[config.mk]
export PLATFORM = sky130hd
export DESIGN_NAME = adcs_sequencer_flat
export DESIGN_NICKNAME = d
export VERILOG_FILES = /design/src/rtl/adcs_pkg.sv /design/src/rtl/adcs_if.sv /design/src/rtl/adcs_sequencer.sv /design/src/flat_wrapper.sv
export VERILOG_INCLUDE_DIRS = /design/src /design/src/rtl
export SDC_FILE = /design/constraint.sdc
export NUM_CORES = 1
export LEC_CHECK = 0
export BUFFER_PORTS_ARGS = -buffer_cell sky130_fd_sc_hd__buf_2
export CORE_MARGIN = 2
export CORE_UTILIZATION = 35
export DETAILED_ROUTE_END_ITERATION = 6
export SYNTH_ARGS = -nofsm -noshare
export SYNTH_HDL_FRONTEND = slang
export SYNTH_SLANG_ARGS = --single-unit
[constraint.sdc]
create_clock -name SYS_CLK_I -period 2.68 [get_ports SYS_CLK_I]
set_clock_uncertainty 0.1 [all_clocks]
set_input_delay 0.268 -clock SYS_CLK_I [delete_from_list [all_inputs] [get_ports SYS_CLK_I]]
set_output_delay 0.268 -clock SYS_CLK_I [all_outputs]
set_load 0.02 [all_outputs]
[src/rtl/adcs_defines.svh]
`ifndef ADCS_DEFINES_SVH
`define ADCS_DEFINES_SVH

// Configuration write addresses
`define ADCS_ADDR_LINK_EN      8'h00
`define ADCS_ADDR_CAL_RUN      8'h01
`define ADCS_ADDR_LINK_FMT     8'h02
`define ADCS_ADDR_MF_LEN_M1    8'h03
`define ADCS_ADDR_HS_SEL       8'h04
`define ADCS_ADDR_CAL_CFG      8'h05
`define ADCS_ADDR_OVERRANGE    8'h06
`define ADCS_ADDR_SYSREF_CAL   8'h07
`define ADCS_ADDR_CAL_TRIG     8'h08

// Field positions
`define ADCS_CAL_CFG_BG_BIT    0
`define ADCS_CAL_CFG_OFS_BIT   1

// Reset values
`define ADCS_RST_LINK_FMT      8'h00
`define ADCS_RST_MF_LEN_M1     5'h1f
`define ADCS_RST_HS_SEL        1'b0

// Multiframe length limits
`define ADCS_K_MIN_PRODUCT     14'd17
`define ADCS_K_MAX             6'd32
`define ADCS_K_MAX_PRODUCT     14'd1024

// Sequence step numbers
`define ADCS_STEP_SYSREF_CAL   4'd8
`define ADCS_STEP_LAST         4'd11

// Timing
`define ADCS_CLK_PERIOD_NS     100
`define ADCS_CAL_TIME_NS       100000
`define ADCS_CAL_CYCLES        (`ADCS_CAL_TIME_NS / `ADCS_CLK_PERIOD_NS)
`define ADCS_SYSREF_TMO_NS     2000000
`define ADCS_SYSREF_TMO_CYCLES (`ADCS_SYSREF_TMO_NS / `ADCS_CLK_PERIOD_NS)
`define ADCS_ILAS_MF_COUNT     4

`endif

[src/rtl/adcs_pkg.sv]
package adcs_pkg;

    typedef enum logic [1:0] {
        LINK_OFF,
        LINK_CGS,
        LINK_ILAS,
        LINK_DATA
    } adcs_link_state_t;

    typedef enum logic [2:0] {
        SEQ_IDLE,
        SEQ_POWER,
        SEQ_WAIT_CLK,
        SEQ_WRITE,
        SEQ_SYSREF_WAIT,
        SEQ_DONE,
        SEQ_FAIL
    } adcs_seq_state_t;

    typedef struct packed {
        logic             link_enable;
        logic             cal_run;
        logic [7:0]       link_format_select;
        logic [4:0]       multiframe_length_minus_one;
        logic             hs_sel;
        logic             cal_background;
        logic             offset_cal;
        logic             overrange_enable;
        logic             calibration_software_trigger;
        logic             wr_ready;
        adcs_link_state_t link;
        logic [6:0]       ilas_cnt;
        logic             cal_busy;
        logic             cal_done;
        logic [15:0]      cal_cnt;
        logic             sr_pend;
        logic             sr_done;
        logic [1:0]       se_sync;
        logic [1:0]       ts_sync;
        logic [1:0]       sr_sync;
        logic             sr_prev;
    } adcs_dev_state_t;

    typedef struct packed {
        adcs_seq_state_t  seq;
        logic [3:0]       step;
        logic             wr_valid;
        logic [7:0]       wr_addr;
        logic [7:0]       wr_data;
        logic             low_rail_en;
        logic             sysref_en;
        logic [23:0]      tmo_cnt;
        logic             busy;
        logic             done;
        logic             cfg_error;
        logic             sysref_fail;
        logic [1:0]       good_sync;
    } adcs_ctrl_state_t;

endpackage : adcs_pkg

[src/rtl/adcs_if.sv]
interface adcs_if;
    logic       wr_valid;
    logic [7:0] wr_addr;
    logic [7:0] wr_data;
    logic       wr_ready;
    logic       sysref_cal_done;

    modport ctrl (
        output wr_valid,
        output wr_addr,
        output wr_data,
        input  wr_ready,
        input  sysref_cal_done
    );

    modport dev (
        input  wr_valid,
        input  wr_addr,
        input  wr_data,
        output wr_ready,
        output sysref_cal_done
    );
endinterface : adcs_if

[src/rtl/adcs_sequencer.sv]
// Summary of operation
// RULE1 - Reset converter, stable clock before any writes
// RULE2 - Link enable zero halts link engine
// RULE3 - Calibration run zero halts calibration next
// RULE4 - Write multiframe length as count minus one
// RULE5 - Multiframe count within ceiling and floor bounds
// RULE6 - SYSREF rate ties to lane rate
// RULE7 - Single-channel device clock is half rate
// RULE8 - Handshake source picks pin or timestamp input
// RULE9 - Choose background or foreground, offset calibration
// RULE10 - Calibration run one restarts calibration engine
// RULE11 - Set overrange enable after calibration restart
// RULE12 - Continuous SYSREF before link restart
// RULE13 - Confirm SYSREF capture before link restart
// RULE14 - Link enable one restarts link afterwards
// RULE15 - Device link follows receiver handshake
// RULE16 - Trigger written zero then one starts calibration
// RULE17 - Low rails enabled after high rail good
// RULE18 - Low rails drop when high rail fails
// RULE19 - SYSREF active whenever receiver requests sync (here on from the capture step until high rail loss, whatever the sync request)
// RULE20 - Writes strictly ordered, each completed first
`include "adcs_defines.svh"

module adcs_sequencer #(
    parameter int unsigned SYSREF_TMO_CYCLES = `ADCS_SYSREF_TMO_CYCLES
) (
    input  wire logic                   SYS_CLK_I,
    input  wire logic                   RESET_N_I,
    adcs_if.ctrl                        cfg,
    input  wire logic                   START_I,
    input  wire logic                   CLK_STABLE_I,
    input  wire logic                   HIGH_RAIL_GOOD_I,
    input  wire logic [7:0]             LINK_FORMAT_I,
    input  wire logic [5:0]             FRAMES_PER_MF_I,
    input  wire logic [7:0]             FRAMES_PER_LANE_I,
    input  wire logic                   HS_SEL_I,
    input  wire logic                   CAL_BACKGROUND_I,
    input  wire logic                   OFFSET_CAL_I,
    input  wire logic                   OVERRANGE_EN_I,
    output logic                        LOW_RAIL_EN_O,
    output logic                        SYSREF_EN_O,
    output logic                        BUSY_O,
    output logic                        DONE_O,
    output logic                        CONFIG_ERROR_O,
    output logic                        SYSREF_FAIL_O
);
    import adcs_pkg::*;

    localparam logic [23:0] TMO = 24'(SYSREF_TMO_CYCLES);

    adcs_ctrl_state_t r;
    adcs_ctrl_state_t next_r;
    logic             rail_good;
    logic             k_ok;
    logic [13:0]      kf;
    logic [15:0]      step_wr;

    // Address and data of each step, in issue order
    function automatic logic [15:0] step_write(input logic [3:0] step);
        logic [7:0] mf_m1;
        mf_m1 = 8'({2'b00, FRAMES_PER_MF_I} - 8'h01);
        unique case (step)
            // RULE2 link halt
            4'd0:  step_write = {`ADCS_ADDR_LINK_EN, 8'h00};
            // RULE3 calibration halt
            4'd1:  step_write = {`ADCS_ADDR_CAL_RUN, 8'h00};
            4'd2:  step_write = {`ADCS_ADDR_LINK_FMT, LINK_FORMAT_I};
            // RULE4 length minus one
            4'd3:  step_write = {`ADCS_ADDR_MF_LEN_M1, mf_m1};
            // RULE8 handshake select
            4'd4:  step_write = {`ADCS_ADDR_HS_SEL, 7'h00, HS_SEL_I};
            // RULE9 calibration mode
            4'd5:  step_write = {`ADCS_ADDR_CAL_CFG, 6'h00, OFFSET_CAL_I, CAL_BACKGROUND_I};
            // RULE10 calibration rerun
            4'd6:  step_write = {`ADCS_ADDR_CAL_RUN, 8'h01};
            // RULE11 overrange enable
            4'd7:  step_write = {`ADCS_ADDR_OVERRANGE, 7'h00, OVERRANGE_EN_I};
            // RULE13 SYSREF capture check
            4'd8:  step_write = {`ADCS_ADDR_SYSREF_CAL, 8'h01};
            // RULE14 link restart
            4'd9:  step_write = {`ADCS_ADDR_LINK_EN, 8'h01};
            // RULE16 trigger low then high
            4'd10: step_write = {`ADCS_ADDR_CAL_TRIG, 8'h00};
            default: step_write = {`ADCS_ADDR_CAL_TRIG, 8'h01};
        endcase
    endfunction : step_write

    always_comb begin
        next_r = r;
        next_r.good_sync = {r.good_sync[0], HIGH_RAIL_GOOD_I};
        rail_good = r.good_sync[1];
        // RULE5 multiframe bounds
        kf = 14'(FRAMES_PER_MF_I) * 14'(FRAMES_PER_LANE_I);
        k_ok = (kf >= `ADCS_K_MIN_PRODUCT) && (kf <= `ADCS_K_MAX_PRODUCT)
               && (FRAMES_PER_MF_I <= `ADCS_K_MAX) && (FRAMES_PER_MF_I != 6'h00);
        step_wr = step_write(r.step);
        next_r.busy = 1'b1;
        // RULE18 rail loss shutdown
        // Checked in every state: IDLE after a failed run still holds the rails up
        if (!rail_good) begin
            next_r.seq = SEQ_IDLE;
            next_r.busy = 1'b0;
            next_r.low_rail_en = 1'b0;
            next_r.sysref_en = 1'b0;
            next_r.wr_valid = 1'b0;
            next_r.done = 1'b0;
        end else begin
            unique case (r.seq)
                SEQ_IDLE: begin
                    next_r.busy = 1'b0;
                    // RULE17 low rails after good
                    if (rail_good && START_I) begin
                        next_r.low_rail_en = 1'b1;
                        next_r.seq = SEQ_POWER;
                        next_r.done = 1'b0;
                        next_r.cfg_error = 1'b0;
                        next_r.sysref_fail = 1'b0;
                    end
                end
                SEQ_POWER: next_r.seq = SEQ_WAIT_CLK;
                SEQ_WAIT_CLK: begin
                    // RULE1 clock before writes
                    if (CLK_STABLE_I) begin
                        if (!k_ok) begin
                            next_r.cfg_error = 1'b1;
                            next_r.seq = SEQ_FAIL;
                        end else begin
                            next_r.step = 4'd0;
                            next_r.seq = SEQ_WRITE;
                        end
                    end
                end
                SEQ_WRITE: begin
                    // RULE12 SYSREF on first
                    // RULE19 SYSREF before sync
                    if (r.step >= `ADCS_STEP_SYSREF_CAL) begin
                        next_r.sysref_en = 1'b1;
                    end
                    // RULE20 one write at a time
                    if (!r.wr_valid) begin
                        next_r.wr_valid = 1'b1;
                        next_r.wr_addr = step_wr[15:8];
                        next_r.wr_data = step_wr[7:0];
                    end else if (cfg.wr_ready) begin
                        next_r.wr_valid = 1'b0;
                        next_r.step = r.step + 4'd1;
                        if (r.step == `ADCS_STEP_SYSREF_CAL) begin
                            next_r.tmo_cnt = TMO;
                            next_r.seq = SEQ_SYSREF_WAIT;
                        end else if (r.step == `ADCS_STEP_LAST) begin
                            next_r.seq = SEQ_DONE;
                        end
                    end
                end
                SEQ_SYSREF_WAIT: begin
                    // RULE13 wait capture result
                    if (cfg.sysref_cal_done) begin
                        next_r.seq = SEQ_WRITE;
                    end else if (r.tmo_cnt == 24'h000000) begin
                        next_r.sysref_fail = 1'b1;
                        next_r.seq = SEQ_FAIL;
                    end else begin
                        next_r.tmo_cnt = r.tmo_cnt - 24'h000001;
                    end
                end
                SEQ_DONE: begin
                    next_r.busy = 1'b0;
                    next_r.done = 1'b1;
                    if (START_I) begin
                        next_r.seq = SEQ_IDLE;
                    end
                end
                SEQ_FAIL: begin
                    // Rails stay up so software can retry without a power cycle
                    next_r.busy = 1'b0;
                    if (!START_I) begin
                        next_r.seq = SEQ_IDLE;
                    end
                end
                default: next_r.seq = SEQ_IDLE;
            endcase
        end
    end

    always_ff @(posedge SYS_CLK_I or negedge RESET_N_I) begin
        if (!RESET_N_I) begin
            r <= '{seq: SEQ_IDLE, default: '0};
        end else begin
            r <= next_r;
        end
    end

    assign cfg.wr_valid    = r.wr_valid;
    assign cfg.wr_addr     = r.wr_addr;
    assign cfg.wr_data     = r.wr_data;
    assign LOW_RAIL_EN_O   = r.low_rail_en;
    assign SYSREF_EN_O     = r.sysref_en;
    assign BUSY_O          = r.busy;
    assign DONE_O          = r.done;
    assign CONFIG_ERROR_O  = r.cfg_error;
    assign SYSREF_FAIL_O   = r.sysref_fail;

endmodule : adcs_sequencer

[src/flat_wrapper.sv]
// flat-port wrapper written by rule: the top's interface ports become plain ports
module adcs_sequencer_flat import adcs_pkg::*;
#(
    parameter int unsigned SYSREF_TMO_CYCLES = `ADCS_SYSREF_TMO_CYCLES
)
  (SYS_CLK_I, RESET_N_I, START_I, CLK_STABLE_I, HIGH_RAIL_GOOD_I, LINK_FORMAT_I, FRAMES_PER_MF_I, FRAMES_PER_LANE_I, HS_SEL_I, CAL_BACKGROUND_I, OFFSET_CAL_I, OVERRANGE_EN_I, LOW_RAIL_EN_O, SYSREF_EN_O, BUSY_O, DONE_O, CONFIG_ERROR_O, SYSREF_FAIL_O, cfg_wr_valid, cfg_wr_addr, cfg_wr_data, cfg_wr_ready, cfg_sysref_cal_done);
  adcs_if cfg_i ();
  input  wire logic SYS_CLK_I;
  input  wire logic RESET_N_I;
  input  wire logic START_I;
  input  wire logic CLK_STABLE_I;
  input  wire logic HIGH_RAIL_GOOD_I;
  input  wire logic [7:0] LINK_FORMAT_I;
  input  wire logic [5:0] FRAMES_PER_MF_I;
  input  wire logic [7:0] FRAMES_PER_LANE_I;
  input  wire logic HS_SEL_I;
  input  wire logic CAL_BACKGROUND_I;
  input  wire logic OFFSET_CAL_I;
  input  wire logic OVERRANGE_EN_I;
  output logic LOW_RAIL_EN_O;
  output logic SYSREF_EN_O;
  output logic BUSY_O;
  output logic DONE_O;
  output logic CONFIG_ERROR_O;
  output logic SYSREF_FAIL_O;
  output wire logic [$bits(cfg_i.wr_valid)-1:0] cfg_wr_valid;
  output wire logic [$bits(cfg_i.wr_addr)-1:0] cfg_wr_addr;
  output wire logic [$bits(cfg_i.wr_data)-1:0] cfg_wr_data;
  input wire logic [$bits(cfg_i.wr_ready)-1:0] cfg_wr_ready;
  input wire logic [$bits(cfg_i.sysref_cal_done)-1:0] cfg_sysref_cal_done;
  assign cfg_wr_valid = cfg_i.wr_valid;
  assign cfg_wr_addr = cfg_i.wr_addr;
  assign cfg_wr_data = cfg_i.wr_data;
  assign cfg_i.wr_ready = cfg_wr_ready;
  assign cfg_i.sysref_cal_done = cfg_sysref_cal_done;
  adcs_sequencer #(.SYSREF_TMO_CYCLES(SYSREF_TMO_CYCLES)) u_core (.SYS_CLK_I(SYS_CLK_I), .RESET_N_I(RESET_N_I), .cfg(cfg_i), .START_I(START_I), .CLK_STABLE_I(CLK_STABLE_I), .HIGH_RAIL_GOOD_I(HIGH_RAIL_GOOD_I), .LINK_FORMAT_I(LINK_FORMAT_I), .FRAMES_PER_MF_I(FRAMES_PER_MF_I), .FRAMES_PER_LANE_I(FRAMES_PER_LANE_I), .HS_SEL_I(HS_SEL_I), .CAL_BACKGROUND_I(CAL_BACKGROUND_I), .OFFSET_CAL_I(OFFSET_CAL_I), .OVERRANGE_EN_I(OVERRANGE_EN_I), .LOW_RAIL_EN_O(LOW_RAIL_EN_O), .SYSREF_EN_O(SYSREF_EN_O), .BUSY_O(BUSY_O), .DONE_O(DONE_O), .CONFIG_ERROR_O(CONFIG_ERROR_O), .SYSREF_FAIL_O(SYSREF_FAIL_O));
endmodule
==> metrics.txt, run 1 <==
outcome=finished with violations; failing checks=design-rule violations, negative setup slack; ANT nets after route=0; final non-filler cell total=824; DR pass1 iterations=7; PortBufs=just over 50; Seq/Total Area, Yosys=27.51%; clock root cell=clkbuf_16; YS warnings=0; asr flop ratio synth=100.0%; top_reg_cell synth=dfrtp_1; Mapped Cells=559; hpwl dp=8828 µm; first-pass GRT wire length=19,460 µm; Placed Cells=809; gr usage total=roughly 16%; Synth Register Bits=52; HP Class=in -> reg; die area=14,460 µm²; Data arrival, critical path=4.01 ns; grt ovf=0; min cycle time layout=3.948 ns; Placer Congestion=0.8672; Yosys cell types=between 60 and 70; ratio of cells with drive above 1 in the final layout=around 28%; Final Core Density=between 40% and 50%; worst skew pair latency=0.29 ns; Max Slew Vio Count=0; final hold vios=0; final instance area=5938 µm²; vias after detailed routing=~4,300; top-area cell type share of the netlist area=roughly 28%; Leak=2.814 nW; number of synthesized flops with an enable pin=0; sequential cell area=between 1000 and 1500 µm²; starting density of the core=35.71%; largest net degree at the start of global routing=34; Post-Syn Area per Cell=8.461 µm²; Setup violations, final=7; die extent in y=120.2 µm; area leader, netlist=dfrtp_1; total CTS buffers=5; core area=13,240 µm²; DP Area=5507 µm²; DR iter-0 viols=290; Synth Cell Area=~4700 µm²; initial antenna violation count=0; vias in the first global route=4,209; RSZ-0062 raised after global routing=true; drt via density=5.165; startpoint types=input pin; Total Nets Final=between 700 and 800; most frequent cells in the layout=buf_4 (64), inv_1 (53), dfrtp_1 (52); DIE WIDTH=120.2 µm; Layout area overhead=25.56%; fill cell count=between 1,000 and 1,500; Synth area leaders=dfrtp_1 (28%), fa_1 (11%), ha_1 (7.7%); clock-pin slew on the worst setup and hold paths=roughly 0.070 ns; Fmax=253.3 MHz; Setup Crit Path Kind=in -> reg; Max Cap Viol=0; crit-path max FO=7; Setup WS pre-CTS=-1.748 ns; wire length per cell=13.90 µm; Final Cycle Share=147.3%; CTS Sinks=52; IO Count=56; CTS tree=yes; most common cell after layout, fill and taps aside=buf_4; clock buffer depth=2; area occupied by multi-input gates=about 3200 µm²; P per Cell Area=805.4 nW/µm²; FP Rows=42; Max VDD drop=just over 0.3 mV; Post-Route WL=11,460 µm; final worst-path setup slack=-1.268 ns; DRC errors left=2; worst path required time=2.74 ns; kind of end point of the critical path=register; Clock H-tree levels=2; ANT cells=0
[worst max-delay path, cell delays in order]
cell and delay [ns]:
buf_6 0.11, and2_4 0.16, fa_1 0.51, fa_1 0.60, fa_1 0.47, ha_4 0.33, buf_4 0.12, inv_1 0.06
nor4b_2 0.28, mux2_4 0.19, a221oi_2 0.04, or4_4 0.51, a21oi_2 0.15, buf_6 0.13, a31oi_1 0.07
[synthesized netlist by cell type, drive strengths merged, types with 3 or more instances]
master    n
inv      55
nor2     53
dfrtp    52
nand2    39
a21oi    35
and2     35
o21ai    32
ha       29
fa       25
buf      21
clkbuf   20
nor3     15
nand3    14
xor2     10
o31ai     8
or4       8
nor2b     7
nand2b    6
nand4     6
nor4      6
a211oi    5
o22ai     5
xnor2     5
a22oi     4
nor3b     4
o22a      4
o41ai     4
a2111oi   3
a221oi    3
a31oi     3
mux2      3
o211a     3
o211ai    3
or2       3
or3       3
[state kept, by name, indices dropped and copies added (netlist names)]
signal / flops
u_core.LOW_RAIL_EN_O: 1
u_core.next_r: 1
u_core.r: 32
u_core.SYSREF_EN_O: 1
u_core.DONE_O: 1
u_core.cfg.wr_addr: 4
u_core.SYSREF_FAIL_O: 1
u_core.CONFIG_ERROR_O: 1
u_core.cfg.wr_data: 8
u_core.BUSY_O: 1
u_core.cfg.wr_valid: 1
[through the flow]
stage | TNS [ns] | total power (W) | hold slack (ns)
floorplan | -10.29 | 0.003147 | -0.1276
global placement | -11.36 | 0.003760 | 0.1328
detailed placement | -12.11 | 0.003817 | 0.1410
CTS | -8.784 | 0.004600 | 0.1639
global route | -9.729 | 0.005222 | 0.1901
finish | -8.699 | 0.004782 | 0.1737
[logic make-up after synthesis]
kind of cell | share of synthesized area (%)
simple gates | 23.47
compound gates | 17.67
buf+inv | 9.101
fa+ha+maj | 18.25
flops | 27.51
xor+xnor | 2.778
mux | 1.138
other cells | 0.07929
[metal layers]
metal | part of all wire, % | vias up | wire length, µm | global-route usage (%)
li1 | - | 2096 | - | -
met1 | 49 | 2087 | 5596 | 22.79
met2 | 47 | 69 | 5335 | 26.70
met3 | 4.1 | 4 | 468 | 2.783
met4 | 0.50 | 0 | 57 | 2.471
met5 | 0 | - | 0 | 0
[final timing paths]
path	slack, ns	end	startpoint	cells after the start
worst min-delay path	0.17	u_core.cfg.wr_data[7]	LINK_FORMAT_I[7]	3
min in group asynchronous	0.35	u_core.r[26]	RESET_N_I	2
worst max register to register	0.13	u_core.r[9]	u_core.r[22]	7
worst min register to register	0.29	u_core.r[1]	u_core.next_r[1]	0
max in group asynchronous	1.33	u_core.r[55]	RESET_N_I	3
worst max-delay path	-1.27	u_core.r[52]	FRAMES_PER_MF_I[4]	15
[repair_timing]
item                                    4_1_cts  5_1_grt
gates cloned                                  0        1
endpoints found under the setup margin        7       11
endpoints found under the hold margin        20        0
hold buffers                                  2        0
buffers inserted                              3        1
resized for setup                            31       33
pin swaps                                     8       11
[layout make-up]
| type | count | share of cell area, % |
|---|---|---|
| Multi-Input combinational cell | 415 | 54.40 |
| Timing Repair Buffer | 118 | 14.03 |
| Clock inverter | 3 | 0.3582 |
| Clock buffer | 5 | 2.107 |
| Inverter | 55 | 3.477 |
| Sequential cell | 52 | 21.91 |
| Tap cell | 176 | 3.708 |
[power breakdown]
group / switching [W] / leakage [nW] / internal [W]
Combinational: 0.00157 / 2.08 / 0.00132
Clock: 0.000293 / 0.0702 / 0.000348
Sequential: 0.000217 / 0.666 / 0.00103
Total: 0.00208 / 2.81 / 0.00270
Note: power is estimated with default switching activity, not from simulation.
==> inputs of run 2 (changes only) <==
--- a/config.mk
+++ b/config.mk
@@ -7,7 +7,8 @@
 export NUM_CORES = 1
 export LEC_CHECK = 0
 export BUFFER_PORTS_ARGS = -buffer_cell sky130_fd_sc_hd__buf_2
-export CORE_MARGIN = 2
+export CAP_MARGIN = 20
+export CORE_MARGIN = 1.5
 export CORE_UTILIZATION = 35
 export DETAILED_ROUTE_END_ITERATION = 6
 export SYNTH_ARGS = -nofsm -noshare
==> run 2 against run 1 <==
Compared with the run above:
- the run ends with negative setup slack left
- sequential share of layout area decreased by 0.59 points
- worst hold slack improved by 0.010 ns
- via count about the same
- flip-flop and latch count unchanged
- largest cell class unchanged
- sequential power about the same
- utilization increased by 1.4 points
- setup slack improved by 0.038 ns
- design area increased by 2.8%
- maximum frequency increased by 0.98%
==> metrics.txt, run 2 (synthesis gave the netlist of run 1 again) <==
DR pass1 iterations=4; WP buf/inv=5; FP Rows=42; Clock H-tree levels=2; critical path's largest stage delay=between 0.5 and 0.6 ns; Least-Margin Pin Slew=around 0.63 ns; DR iter-0 viols=278; CTS Sinks=52; vias in the first global route=about 4,200; hpwl dp=8681 µm; CTS tree=yes; total CTS buffers=5; kind of end point of the critical path=register; worst path required time=2.74 ns; max reg flops=32; min cycle time layout=3.909 ns; RSZ-0062 raised after global routing=true; die extent in y=between 100 and 150 µm; vias after detailed routing=roughly 4,300; CP cell instances=buf_12, nand2_4, fa_1, inv_2, fa_1, inv_1, fa_1, inv_2, ha_4, buf_6, nand4_1, a2111oi_4, nor3_2, or4_4, a21oi_4, a31oi_1; ANT nets after route=0; Max VDD drop=between 0.3 and 0.4 mV; met2 WL=5387 µm; Setup WS pre-CTS=-1.790 ns; most frequent cells in the layout=buf_4 (69), dfrtp_1 (52), nor2_1 (51); crit-path max FO=7; initial antenna violation count=1; core area=between 10,000 and 15,000 µm²; Total Nets Final=between 700 and 800; Combinational Power Share=60.5%; Max Slew Vio Count=0; Int Pwr=0.002848 W; clock-pin slew on the worst setup and hold paths=about 0.070 ns; wire length per cell=13.79 µm; worst skew pair latency=between 0.2 and 0.3 ns; largest net degree at the start of global routing=28; Fmax=255.8 MHz; Final Cycle Share=145.9%; Leak=2.878 nW; DRC errors left=0; uppermost layer routed=met5; P per Cell Area=820.0 nW/µm²; Met1 Routed Length=5553 µm; die area=14,220 µm²; critical path's top delay family=adder cells; ratio of cells with drive above 1 in the final layout=29.56%; Layout area overhead=29.05%; met3 wire len=a little under 400 µm; IO Count=56; Rel. slew slack=58.28%; drt via density=5.130; startpoint types=input pin; PortBufs=51; Post-Route WL=11,430 µm; register-to-register setup slack=0.08 ns; fill cell count=1,267; Data arrival, critical path=3.97 ns; clock buffer depth=2; clock network power share=14.7%; gr usage total=between 10% and 20%; first-pass GRT wire length=roughly 20,000 µm; largest register by flop count=u_core.r; CP most frequent cell=fa_1; Setup Crit Path Kind=in -> reg; Flop pwr share=24.8%; Setup violations, final=7; Crit-path slowest cell=fa_1; Max Cap Viol=0; final hold vios=0; final worst-path setup slack=-1.229 ns; outcome=finished with violations; switching power=between 0.002 and 0.0025 W; failing checks=negative setup slack; Final Core Density=a little under half; starting density of the core=35.86%; switching share of total power=43.09%; ANT cells=0; most common cell after layout, fill and taps aside=buf_4; Placer Congestion=0.8519; total power=about 0.005 W; clock root cell=clkbuf_16; grt ovf=0; DIE WIDTH=119.2 µm; HP Class=in -> reg
## run 2: what timing repair did
action / 4_1_cts / 5_1_grt
hold buffers: 2 / 0
setup buffers: 5 / 6
gates cloned: 0 / 0
pin swaps: 20 / 14
endpoints found under the setup margin: 7 / 13
resized for setup: 50 / 32
hold endpoints to repair: 27 / 0
## run 2: layout make-up
class	instances	area (µm²)	area share (%)
inverter	55	206.4	3.383
sequential	52	1301	21.32
multi-input combinational	414	3293	53.96
clock buffer	6	128.9	2.112
tap	176	220.2	3.608
clock inverter	2	38.79	0.6355
timing repair buffer	124	914.6	14.99
## run 2: final timing paths
kind / from / end / cells after the start
worst max-delay path: FRAMES_PER_MF_I[2] / u_core.r[52] / 16
worst min-delay path: LINK_FORMAT_I[6] / u_core.cfg.wr_data[6] / 3
worst max register to register: u_core.r[21] / u_core.r[54] / 7
worst min register to register: u_core.next_r[1] / u_core.r[1] / 0
max in group asynchronous: RESET_N_I / u_core.LOW_RAIL_EN_O / 3
min in group asynchronous: RESET_N_I / u_core.r[24] / 2
## run 2: metrics by stage
step           instance area [µm²]  setup TNS (ns)  instances  hold slack (ns)
6_report                      6103          -8.496        829           0.1838
2_1_floorplan                 4862          -10.29        562          -0.1276
3_3_place_gp                  5512          -11.62        808           0.2171
5_1_grt                       6103          -9.691        829           0.1988
3_5_place_dp                  5512          -12.43        808           0.2243
4_1_cts                       5911          -8.636        823           0.1817
## run 2: layer usage
layer  global-route usage [%]  vias up
met4                    3.464        2
li1                         -     2103
met1                    23.06     2082
met3                    2.490        8
met5                        0        -
met2                    27.13       58
## run 2: power groups by stage
stage / Combinational (W) / Clock, W / Sequential, W
global placement: 0.00253 / 0 / 0.00123
detailed placement: 0.00259 / 0 / 0.00125
finish: 0.00303 / 0.000734 / 0.00124
CTS: 0.00279 / 0.000754 / 0.00124
global route: 0.00335 / 0.000783 / 0.00129
floorplan: 0.00193 / 0 / 0.00122
## run 2: worst min-delay path, delay by kind of cell
kind / cells / cell delay (ns)
buffers and inverters: 1 / 0.08
AOI/OAI and AO/OA: 2 / 0.18
==> inputs of run 3 (changes only) <==
--- a/config.mk
+++ b/config.mk
@@ -10,7 +10,10 @@
 export CAP_MARGIN = 20
 export CORE_MARGIN = 1.5
 export CORE_UTILIZATION = 35
+export CTS_CLUSTER_SIZE = 16
 export DETAILED_ROUTE_END_ITERATION = 6
+export PLACE_DENSITY = 0.52
+export SKIP_LAST_GASP = 1
 export SYNTH_ARGS = -nofsm -noshare
 export SYNTH_HDL_FRONTEND = slang
 export SYNTH_SLANG_ARGS = --single-unit
==> run 3 against run 2 <==
Compared with the run above:
- the flow still finishes with violations (negative setup slack)
- clock power decreased by 13%
- non-clock buffer count shrank 1
- sequential power about the same
- cell count unchanged
- critical path depth did not move
- flip-flop and latch count stayed put
- via count down 0.26%
- global-route usage up 0.35 points
- register-to-register slack barely moved
- die area is the same
- wire length rose by 1.0%
- largest cell class unchanged
==> metrics.txt, run 3 (synthesis gave the netlist of run 1 again) <==
Post-Route WL=11,550 µm; PortBufs=51; total power=0.004763 W; vias in the first global route=roughly 4,200; Crit-path slowest cell=fa_1; critical path's largest stage delay=0.50 ns; vias after detailed routing=between 4,000 and 5,000; most common cell after layout, fill and taps aside=buf_4; Data arrival, critical path=4.00 ns; max reg flops=32; crit-path max FO=6; fill cell count=1,306; CTS Sinks=52; first-pass GRT wire length=19,960 µm; Final Core Density=a little under half; largest register by flop count=u_core.r; total CTS buffers=5; Clock H-tree levels=2; Final Cycle Share=147.5%; FP Rows=42; DR iter-0 viols=189; Worst path depth=16; Placer Congestion=0.8116; ratio of cells with drive above 1 in the final layout=between 20% and 30%; Max VDD drop=approximately 0.27 mV; Max Cap Viol=0; WP buf/inv=4; RSZ-0062 raised after global routing=true; hpwl dp=8867 µm; ANT nets after route=0; DIE WIDTH=119.2 µm; outcome=finished with violations; CP cell instances=buf_8, and2_4, fa_1, fa_1, inv_1, fa_1, inv_2, ha_4, a211oi_4, or2_4, a2111oi_4, nor3_2, or4_4, a21oi_2, buf_6, a21oi_1; CTS tree=yes; CP most frequent cell=fa_1; Least-Margin Pin Slew=between 0.9 and 1 ns; worst skew pair latency=0.29 ns; P per Cell Area=796.3 nW/µm²; core area=13,190 µm²; largest net degree at the start of global routing=40; IO Count=56; min cycle time layout=3.954 ns; Max Slew Vio Count=0; Setup WS pre-CTS=-1.678 ns; Rel. slew slack=37.69%; critical path's top delay family=adder cells; starting density of the core=between 30 and 40%; clock root cell=clkbuf_16; drt via density=5.117; final worst-path setup slack=-1.274 ns; die area=14,220 µm²; Total Nets Final=739; DRC errors left=0; most frequent cells in the layout=buf_4 (67), inv_1 (52), dfrtp_1 (52); setup_tns=-8.861 ns; HP Class=in -> async; Fmax=252.9 MHz; worst path required time=2.73 ns; failing checks=negative setup slack; Setup violations, final=7; final hold vios=0; startpoint types=input pin; kind of end point of the critical path=register; ANT cells=0; grt ovf=0; Leak=2.847 nW; gr usage total=16.87%; Layout area overhead=26.46%; clock buffer depth=2; R2R depth=7; die extent in y=119.2 µm; DR pass1 iterations=4; wire length per cell=13.94 µm; Setup Crit Path Kind=in -> reg; initial antenna violation count=0; clock-pin slew on the worst setup and hold paths=around 0.07 ns
run 3: cell type report:
class	count	area, µm²	share of cell area [%]
inverter	55	206.4	3.452
tap	176	220.2	3.682
clock inverter	2	16.27	0.2720
clock buffer	6	128.9	2.155
sequential	52	1301	21.76
multi-input combinational	415	3209	53.66
timing repair buffer	123	898.4	15.02
run 3: report_power, final:
group	switching, W	internal [W]
Clock	0.000290	0.000349
Combinational	0.00155	0.00132
Sequential	0.000228	0.00103
run 3: timing repair:
action | in CTS | in global routing
endpoints found under the setup margin | 7 | 16
hold buffers | 1 | 0
resized for setup | 46 | 19
pin swaps | 20 | 8
cloned | 1 | 1
endpoints found under the hold margin | 1 | 0
buffers inserted | 6 | 3
run 3: through the flow:
stage               area, µm²  hold slack [ns]  instances
floorplan                4862          -0.1276        562
global placement         5507           0.2349        809
detailed placement       5507           0.2463        809
CTS                      5868          0.04631        825
global route             5981          0.08208        829
finish                   5981          0.02287        829
run 3: path summary, 6_finish.rpt:
check                      slack [ns]                     to          startpoint
setup / recovery                -1.27           u_core.r[50]  FRAMES_PER_MF_I[4]
hold / removal                   0.02           u_core.r[26]           RESET_N_I
setup reg to reg                 0.08            u_core.r[9]        u_core.r[22]
hold reg to reg                  0.26            u_core.r[1]    u_core.next_r[1]
max in group asynchronous        1.76           u_core.r[15]           RESET_N_I
min in group SYS_CLK_I           0.18  u_core.cfg.wr_data[6]    LINK_FORMAT_I[6]
run 3: layer usage:
layer	share of wire (%)	vias up	global-route usage, %
li1	-	2118	-
met1	51	2039	24.74
met2	44	78	26.81
met3	3.7	7	2.251
met4	0.65	0	2.937
met5	0	-	0
